[src/include/divide_pkg.sv]
package divide_pkg;

  // ***************************************************************
  // widths and counts
  // ***************************************************************
  localparam int unsigned ACC_W     = 72;
  localparam int unsigned WORD_W    = 36;
  localparam int unsigned TALLY_W   = 7;
  localparam logic [6:0]  TALLY_INIT = 7'h24;   // 36 steps / shifts
  localparam logic [6:0]  TALLY_ONE  = 7'h01;
  localparam logic [6:0]  TALLY_ZERO = 7'h00;
  localparam int unsigned ACC_SIGN  = 71;
  localparam int unsigned WORD_SIGN = 35;
  localparam int unsigned ALIGN_BIT = 36;

  // ***************************************************************
  // sequencer states
  // ***************************************************************
  typedef enum logic [7:0] {
    ST_IDLE    = 8'h01,
    ST_CORRECT = 8'h02,
    ST_ALIGN   = 8'h04,
    ST_STEP    = 8'h08,
    ST_CHECK   = 8'h10,
    ST_ENDCORR = 8'h20,
    ST_FIXQ    = 8'h40,
    ST_HALT    = 8'h80
  } seq_state_e;

endpackage : divide_pkg

[src/hdl/divide_sequencer.sv]
`timescale 1ns/1ps
// How it works
// - divides 72-bit sum register by 36-bit divisor; quotient to ratio register.
// - prolong sets extend flag; phases: correction, shift, division, end correction.
// - two overflow checks in division; failure raises quotient-overflow halt.
// - quotient times divisor equals dividend minus positive, smaller remainder.
// - add records 0, subtract 1; final quotient rotates left with top bit.
// - divisor stays put; dividend prealigned then shifted left each step.
// - negative dividend, positive divisor: set flags, subtract divisor full width.
// - negative dividend, negative divisor: set flags, add sign-extended divisor full width.
// - corrections probe in fixed order; final probe sets prealign-active.
// - positive dividend clears sign flag, sets started and prealign directly.
// - each prealign pulse shifts sum left, decrements tally, tests for one.
// - 36th pulse raises shift-done, clears prealign, sets quotient flags, reloads 36.
// - after prealign the dividend top bit sits at bit 35.
// - quotient phase runs 36 steps: shift, compare, add/sub, record, shift ratio.
// - step with tally one sets end-probe, clears extend, applies end correction, ends.
module divide_sequencer #(
  parameter int unsigned ACC_W  = divide_pkg::ACC_W,
  parameter int unsigned WORD_W = divide_pkg::WORD_W
) (
  input  wire logic              clock,
  input  wire logic              reset,
  input  wire logic              load_tally,      // set shift tally to 36
  input  wire logic              begin_divide,
  input  wire logic              prolong_seq,
  input  wire logic [ACC_W-1:0]  dividend_in,
  input  wire logic [WORD_W-1:0] divisor_in,
  input  wire logic              load_operands,
  output logic [ACC_W-1:0]       sum_reg,
  output logic [WORD_W-1:0]      ratio_reg,
  output logic [WORD_W-1:0]      divisor_reg,
  output logic [6:0]             shift_tally,
  output logic                   extend_seq,
  output logic                   divide_started,
  output logic                   dividend_sign,
  output logic                   deferred_sum,
  output logic                   prealign_active,
  output logic                   quotient_phase,
  output logic                   quotient_step,
  output logic                   end_probe,
  output logic                   shift_done,
  output logic                   overflow_halt,
  output logic                   divide_done
);

  // ***************************************************************
  // datapath helpers
  // ***************************************************************
  divide_pkg::seq_state_e state_q;
  logic [ACC_W-1:0]  sum_q;
  logic [WORD_W-1:0] ratio_q;
  logic [WORD_W-1:0] div_q;
  logic [6:0]        tally_q;
  logic [ACC_W-1:0]  operand;
  logic [ACC_W-1:0]  added;
  logic [ACC_W-1:0]  shifted;
  logic              do_sub;
  logic              step_cnt_q;    // only ever cleared; checks_q tracks the first two steps
  logic [1:0]        checks_q;
  logic [ACC_W-1:0]  x_ext;
  logic              end_neg_q;     // remainder sign before the end correction

  // sign-extended divisor, aligned under the low half of the sum register
  assign x_ext   = {{(ACC_W-WORD_W){div_q[divide_pkg::WORD_SIGN]}}, div_q};
  assign shifted = {sum_q[ACC_W-2:0], sum_q[ACC_W-1]};
  // sign read before the shift: doubling can spill past bit 35 with a large divisor
  assign do_sub  = (sum_q[divide_pkg::WORD_SIGN] == div_q[divide_pkg::WORD_SIGN]);
  // subtraction is addition of the complement, as the hardware does
  assign operand = (state_q == divide_pkg::ST_STEP) ? (do_sub ? ~x_ext : x_ext)
                 : (state_q == divide_pkg::ST_CORRECT)
                   ? (div_q[divide_pkg::WORD_SIGN] ? x_ext : ~x_ext)
                 : (div_q[divide_pkg::WORD_SIGN] ? ~x_ext : x_ext);

  oc_add #(.W(ACC_W)) u_add (
    .a   (state_q == divide_pkg::ST_STEP ? shifted : sum_q),
    .b   (operand),
    .sum (added)
  );

  // ***************************************************************
  // sequencer
  // ***************************************************************
  // one state per phase; begin and prolong arrive together, tally preloaded
  always_ff @(posedge clock) begin
    if (reset) begin
      state_q    <= divide_pkg::ST_IDLE;
      step_cnt_q <= 1'b0;
      checks_q   <= 2'h0;
    end else begin
      case (state_q)
        divide_pkg::ST_IDLE: begin
          if (begin_divide) begin
            checks_q   <= 2'h0;
            step_cnt_q <= 1'b0;
            state_q    <= dividend_in_sign() ? divide_pkg::ST_CORRECT
                                             : divide_pkg::ST_ALIGN;
          end
        end
        divide_pkg::ST_CORRECT: state_q <= divide_pkg::ST_ALIGN;
        divide_pkg::ST_ALIGN: begin
          if (tally_q == divide_pkg::TALLY_ONE) begin
            state_q <= divide_pkg::ST_STEP;
          end
        end
        divide_pkg::ST_STEP: begin
          // first check after step one, second after step two
          if (checks_q == 2'h0 && added[divide_pkg::WORD_SIGN] != added[divide_pkg::ALIGN_BIT])
            state_q <= divide_pkg::ST_HALT;
          else if (checks_q == 2'h1 && ratio_q[0] == do_sub)         // first two bits agree
            state_q <= divide_pkg::ST_HALT;
          else if (tally_q == divide_pkg::TALLY_ONE)
            state_q <= divide_pkg::ST_ENDCORR;
          if (checks_q != 2'h2) checks_q <= checks_q + 2'h1;
        end
        divide_pkg::ST_ENDCORR: state_q <= divide_pkg::ST_FIXQ;
        divide_pkg::ST_FIXQ:    state_q <= divide_pkg::ST_IDLE;
        divide_pkg::ST_HALT:    state_q <= divide_pkg::ST_IDLE;
        default:                state_q <= divide_pkg::ST_IDLE;
      endcase
    end
  end

  function automatic logic dividend_in_sign();
    dividend_in_sign = sum_q[divide_pkg::ACC_SIGN];
  endfunction : dividend_in_sign

  // ***************************************************************
  // operand registers
  // ***************************************************************
  // divisor never moves; sum shifts during prealign and each step
  always_ff @(posedge clock) begin
    if (reset) begin
      sum_q     <= '0;
      div_q     <= '0;
      ratio_q   <= '0;
      end_neg_q <= 1'b0;
    end else if (state_q == divide_pkg::ST_IDLE && load_operands) begin
      sum_q   <= dividend_in;
      div_q   <= divisor_in;
      ratio_q <= '0;
    end else begin
      case (state_q)
        divide_pkg::ST_CORRECT: sum_q <= added;
        divide_pkg::ST_ALIGN:   sum_q <= shifted;
        divide_pkg::ST_STEP: begin
          sum_q   <= added;
          ratio_q <= {ratio_q[WORD_W-2:0], do_sub};
        end
        divide_pkg::ST_ENDCORR: begin
          // negative remainder is pulled back positive
          if (sum_q[divide_pkg::ALIGN_BIT]) sum_q <= added;
          end_neg_q <= sum_q[divide_pkg::ALIGN_BIT];
          ratio_q <= {ratio_q[WORD_W-2:0], ratio_q[WORD_W-1]};
        end
        divide_pkg::ST_FIXQ: begin
          // quotient fix keys on the remainder sign seen before the end correction
          if (end_neg_q != dividend_sign)
            ratio_q[0] <= ratio_q[WORD_W-1];
        end
        default: ;
      endcase
    end
  end

  // ***************************************************************
  // shift tally
  // ***************************************************************
  always_ff @(posedge clock) begin
    if (reset) tally_q <= divide_pkg::TALLY_ZERO;
    else if (load_tally) tally_q <= divide_pkg::TALLY_INIT;
    else if (state_q == divide_pkg::ST_ALIGN && tally_q == divide_pkg::TALLY_ONE)
      tally_q <= divide_pkg::TALLY_INIT;
    else if ((state_q == divide_pkg::ST_ALIGN || state_q == divide_pkg::ST_STEP)
             && tally_q != divide_pkg::TALLY_ZERO)
      tally_q <= tally_q - divide_pkg::TALLY_ONE;
  end

  // ***************************************************************
  // flags and outputs
  // ***************************************************************
  // flag set mirrors the sequencer flip-flops of the control section
  always_ff @(posedge clock) begin
    if (reset) begin
      extend_seq <= 1'b0; divide_started <= 1'b0; dividend_sign <= 1'b0;
      deferred_sum <= 1'b0; prealign_active <= 1'b0; quotient_phase <= 1'b0;
      quotient_step <= 1'b0; end_probe <= 1'b0; shift_done <= 1'b0;
      overflow_halt <= 1'b0; divide_done <= 1'b0;
    end else begin
      shift_done    <= 1'b0;
      overflow_halt <= 1'b0;
      divide_done   <= 1'b0;
      end_probe     <= 1'b0;
      if (state_q == divide_pkg::ST_IDLE && begin_divide) begin
        divide_started  <= 1'b1;
        dividend_sign   <= sum_q[divide_pkg::ACC_SIGN];
        deferred_sum    <= sum_q[divide_pkg::ACC_SIGN];
        prealign_active <= !sum_q[divide_pkg::ACC_SIGN];
      end
      if (state_q == divide_pkg::ST_CORRECT) begin
        deferred_sum    <= 1'b0;
        prealign_active <= 1'b1;
      end
      if (state_q == divide_pkg::ST_ALIGN && tally_q == divide_pkg::TALLY_ONE) begin
        shift_done      <= 1'b1;
        prealign_active <= 1'b0;
        quotient_phase  <= 1'b1;
        quotient_step   <= 1'b1;
      end
      if (state_q == divide_pkg::ST_STEP && tally_q == divide_pkg::TALLY_ONE) begin
        end_probe  <= 1'b1;
        extend_seq <= 1'b0;
      end
      if (state_q == divide_pkg::ST_STEP && checks_q != 2'h2 &&
          ((checks_q == 2'h0 && added[divide_pkg::WORD_SIGN] != added[divide_pkg::ALIGN_BIT])
           || (checks_q == 2'h1 && ratio_q[0] == do_sub))) begin
        overflow_halt <= 1'b1;
      end
      if (state_q == divide_pkg::ST_FIXQ || state_q == divide_pkg::ST_HALT) begin
        divide_done    <= (state_q == divide_pkg::ST_FIXQ);
        extend_seq     <= 1'b0;
        divide_started <= 1'b0;
        quotient_phase <= 1'b0;
        quotient_step  <= 1'b0;
      end
      // a new prolong wins over a clear in the same cycle
      if (prolong_seq) extend_seq <= 1'b1;
    end
  end

  // outputs straight from flops
  always_ff @(posedge clock) begin
    if (reset) begin
      sum_reg <= '0; ratio_reg <= '0; divisor_reg <= '0; shift_tally <= 7'h00;
    end else begin
      sum_reg     <= sum_q;
      ratio_reg   <= ratio_q;
      divisor_reg <= div_q;
      shift_tally <= tally_q;
    end
  end

endmodule : divide_sequencer

[src/hdl/oc_add.sv]
`timescale 1ns/1ps
// ones'-complement adder with end-around carry
module oc_add #(
  parameter int unsigned W = 72
) (
  input  wire logic [W-1:0] a,
  input  wire logic [W-1:0] b,
  output logic      [W-1:0] sum
);
  logic [W:0] raw;

  // carry out of the top wraps into bit zero
  assign raw = {1'b0, a} + {1'b0, b};
  assign sum = raw[W-1:0] + {{(W-1){1'b0}}, raw[W]};
endmodule : oc_add

[config.mk]
export PLATFORM = sky130hd
export DESIGN_NAME = divide_sequencer
export DESIGN_NICKNAME = d
export VERILOG_FILES = /design/src/include/divide_pkg.sv /design/src/hdl/divide_sequencer.sv /design/src/hdl/oc_add.sv
export SDC_FILE = /design/constraint.sdc
export NUM_CORES = 1
export LEC_CHECK = 0
export ABC_AREA = 1
export BUFFER_PORTS_ARGS = -buffer_cell sky130_fd_sc_hd__buf_2
export CELL_PAD_IN_SITES_DETAIL_PLACEMENT = 0
export CELL_PAD_IN_SITES_GLOBAL_PLACEMENT = 1
export CORE_MARGIN = 2
export CORE_UTILIZATION = 41
export CTS_BUF_LIST = sky130_fd_sc_hd__clkbuf_16
export DETAILED_ROUTE_END_ITERATION = 7
export PLACE_DENSITY_LB_ADDON = 0.05
export SLEW_MARGIN = 20
export SYNTH_ARGS = -nofsm -noshare
export SYNTH_HDL_FRONTEND = slang
export SYNTH_HIERARCHICAL = 1
export SYNTH_SLANG_ARGS = --single-unit
[constraint.sdc]
create_clock -name clock -period 7.23 [get_ports clock]
set_clock_uncertainty 0.1 [all_clocks]
set_input_delay 0.723 -clock clock [delete_from_list [all_inputs] [get_ports clock]]
set_output_delay 0.723 -clock clock [all_outputs]
set_load 0.01 [all_outputs]
==> run_results.csv <==
group,metric,value,unit
die,core-area,56600,µm²
route,drc,0,
hold_path,whs_endpoint,"extend_seq",
clock_tree,cts.htree.levels,2,
outcome,outcome,"finished, final reports clean",
synthesis,synth_compound_gate_area_share,7.909,%
grt,grt_pass1_wl,146500,µm
cells_and_area,final_cells,4994,
sta,finalHoldViolations,0,
worst_setup_path,critPathLaunchType,"flip-flop",
die,initial_core_util,41.56,%
die,ios,276,
clock_tree,cts_buffer_depth,3,
synthesis,synth_area_per_cell,5.891,µm²
cells_and_area,nets,4404,
die,die_height,243.5,µm
clock_tree,cts_sinks,322,
clock_tree,clk_latency,0.57,ns
power_and_ir_drop,intPower,5.074,mW
power_and_ir_drop,power.share.combinational,58.9,%
run,cap_violations,0,
power_and_ir_drop,power_density,398.9,nW/µm²
worst_setup_path,crit_path_top_delay_cell,"ha_1",
synthesis,synth_fp_nets,4188,
grt,grt_pass1_vias,24050,
clock_tree,numCtsBuffers,38,
die,die_area,59310,µm²
sta,rsz0062_at_grt,"false",
clock_tree,cts_tree,"yes",
synthesis,yosys-top-cells-area,"dfxtp_1 27%, nand2_1 20%, inv_1 9.2%",
placed_design,port_buffers,275,
synthesis,synth-edff-count,0,
power_and_ir_drop,p_clk_share,18.5,%
worst_setup_path,path_common_cell,"nand2_1",
sta,min_period_over_period,91.99,%
power_and_ir_drop,peakVddDrop,229.1,µV
clock_tree,cts-root-buf,"clkbuf_16",
synthesis,synth_top_family_by_area,"simple AND/OR/NAND/NOR gates",
cells_and_area,nFillCells,6259,
synthesis,synth-simple-area-share,43.48,%
worst_setup_path,critPathCaptureType,"flip-flop",
placed_design,gpl.final_weighted_congestion,0.9971,
hold_path,hp-start,"prolong_seq",
hold_path,min_path_cells,3,
die,die_w,243.5,µm
cells_and_area,final_util,47.40,%
power_and_ir_drop,p_sw_share,52.60,%
sta,worstMarginPinSlew,0.9856,ns
synthesis,synth_fa_ha_area_share,4.340,%
clock_tree,cts_setup_buffers,0,
cells_and_area,drive_gt1_share,12.42,%
synthesis,synthXorXnorAreaFrac,4.760,%
placed_design,place_hpwl,79860,µm
route,vias_per_cell,5.099,
worst_setup_path,slowest_delay,0.45,ns
power_and_ir_drop,switching_power,5.630,mW
cells_and_area,multiInputGateArea,14260,µm²
synthesis,synthesis.area,23520,µm²
synthesis,synth_warnings,6,
placed_design,dpl.cell_count,4925,
clock_tree,cts_resized,0,
worst_setup_path,worst-path-max-fanout,66,
synthesis,synth_async_sr_flop_share,0,%
route,vias,25463,
sta,fmax,0.1504,GHz
worst_setup_path,rrSetupSlack,0.58,ns
cells_and_area,syn2layout_area_growth,14.06,%
clock_tree,ctsHoldBuffers,0,
sta,setup_viol,0,
clock_tree,path_clk_slew,0.06,ns
synthesis,yosysSeqAreaShare,27.40,%
worst_setup_path,cp.required,7.63,ns
worst_setup_path,critical_path_class,"flip-flop to flip-flop",
synthesis,ys_types,46,
die,num_rows,87,
route,drtPass1Iterations,6,
grt,antenna_found_initial,6,
route,drt_iter0_markers,2051,
sta,layout_min_cycle_time,6.651,ns
sta,slew_headroom,34.14,%
grt,grt_max_degree,85,
worst_setup_path,critPathArrivalTime,7.05,ns
grt,grt-ovfl-total,0,
synthesis,synth_top_cell_by_area,"dfxtp_1",
synthesis,synth_top_area_share,27.40,%
worst_setup_path,rr_endpoint,"state_q[3]",
grt,grtUsageTotal,32.30,%
worst_setup_path,r2r_start,"state_q[3]",
power_and_ir_drop,power_leakage,13.97,nW
sta,setup_tns,0,ns
sta,maxSlewViolCount,0,
worst_setup_path,ff2ff_path_depth,37,
synthesis,netlist_instances,3993,
hold_path,min-delay-path-class,"input port to flip-flop",
route,routed_wl,97830,µm
route,wl_per_cell,19.59,µm
synthesis,synth_mux_area_share,0,%
synthesis,ys.flop_type,"dfxtp_1",
route,drt.antenna.violating_nets,0,
synthesis,synth_seq_cells,322,
power_and_ir_drop,total_power,10.70,mW
cells_and_area,layout.area.seq,6447,µm²
power_and_ir_drop,p_seq_share,22.6,%
==> worst max path at each step <==
stage	from	to	slack, ns
CTS	state_q[3]	state_q[3]	0.65
global route	state_q[3]	state_q[3]	0.06
detailed placement	state_q[3]	state_q[3]	0.70
finish	state_q[3]	state_q[3]	0.58
global placement	state_q[1]	state_q[3]	0.78
floorplan	state_q[7]	state_q[3]	2.07
==> metrics by stage <==
| step | hold slack (ns) | setup slack (ns) | area [µm²] |
|---|---|---|---|
| after floorplan | 0.3098 | 2.074 | 23520 |
| after global placement | 0.3221 | 0.7805 | 25560 |
| after detailed placement | 0.3219 | 0.7004 | 25560 |
| after CTS | 0.2331 | 0.6476 | 26830 |
| after global routing | 0.2675 | 0.06063 | 26830 |
| final | 0.2542 | 0.5790 | 26830 |
==> synth_stat cells, types with 2 or more instances <==
| cell | n |
|---|---|
| nand3b_1 | 8 |
| buf_2 | 56 |
| nor3_2 | 2 |
| clkbuf_1 | 48 |
| o21ai_1 | 7 |
| inv_2 | 21 |
| or2_2 | 6 |
| dfxtp_1 | 322 |
| nand3_2 | 20 |
| nand2_1 | 1237 |
| ha_1 | 80 |
| a21oi_1 | 155 |
| nand3_1 | 367 |
| nor2_4 | 23 |
| buf_4 | 6 |
| nor4_1 | 12 |
| buf_1 | 16 |
| a31oi_1 | 2 |
| o21ai_0 | 169 |
| inv_1 | 579 |
| nor3_1 | 17 |
| nand2_4 | 7 |
| o21bai_1 | 9 |
| a32oi_1 | 6 |
| xnor2_1 | 16 |
| nor2_1 | 544 |
| nor2_2 | 40 |
| and2_1 | 9 |
| o21a_1 | 3 |
| a211oi_1 | 2 |
| xor2_1 | 110 |
| nor2_8 | 3 |
| buf_6 | 2 |
| nand2_2 | 40 |
| nand4_1 | 38 |
==> critical path, delay by kind of cell (launching register included) <==
family / cells / cell delay, ns
xor gates and xnor gates: 3 / 0.69
buffers and inverters: 4 / 0.64
AOI/OAI and AO/OA: 2 / 0.48
adders and majority gates: 3 / 0.88
DFF: 1 / 0.38
and+or+nand+nor: 25 / 3.33
==> placed cells by master (no fill, tap or decap), types with 6 or more instances in the layout <==
cell,Yosys,final
nand2_1,1237,1237
inv_1,579,582
nor2_1,544,543
nand3_1,367,367
dfxtp_1,322,321
buf_2,56,274
o21ai_0,169,169
a21oi_1,155,154
xor2_1,110,110
ha_1,80,80
nor2_2,40,40
nand2_2,40,38
nand4_1,38,38
clkbuf_16,0,38
buf_4,6,27
nor2_4,23,24
inv_2,21,21
nand3_2,20,19
nor3_1,17,17
xnor2_1,16,16
nor4_1,12,12
clkinv_1,1,12
nand2_4,7,9
and2_1,9,9
o21bai_1,9,9
nand3b_1,8,8
o21ai_1,7,7
or2_2,6,6
a32oi_1,6,6
==> cell type report <==
type	count	area share, %
Multi-Input combinational cell	2941	53.16
Clock buffer	38	3.544
Sequential cell	322	24.03
Timing Repair Buffer	305	6.132
Antenna cell	2	0.01865
Inverter	601	8.417
Clock inverter	29	1.170
Tap cell	756	3.525
==> cells by family (layout without fill, tap and decap cells) <==
kind of cell	Yosys count	in the layout
compound gates	357	357
xor+xnor	127	127
fa+ha+maj	81	81
buf+inv	730	973
flops	322	322
other cells	0	2
simple gates	2376	2376
==> metal layers <==
layer	share of wire [%]	vias up	GRT usage (%)	routed length (µm)
met4	1.9	8	6.725	1906
met3	6.3	95	4.263	6151
li1	-	12786	-	-
met1	49	11808	48.01	48050
met5	0.058	-	0	57
met2	43	766	49.55	41670
==> power groups by stage <==
stage / registers [mW] / logic [mW] / clock network, mW
2_1_floorplan: 2.42 / 4.12 / 0
3_3_place_gp: 2.45 / 6.20 / 0
3_5_place_dp: 2.44 / 6.14 / 0
4_1_cts: 2.41 / 6.18 / 2.02
5_1_grt: 2.45 / 6.88 / 2.09
6_report: 2.42 / 6.31 / 1.98
Power figures use the tool's default switching activity.
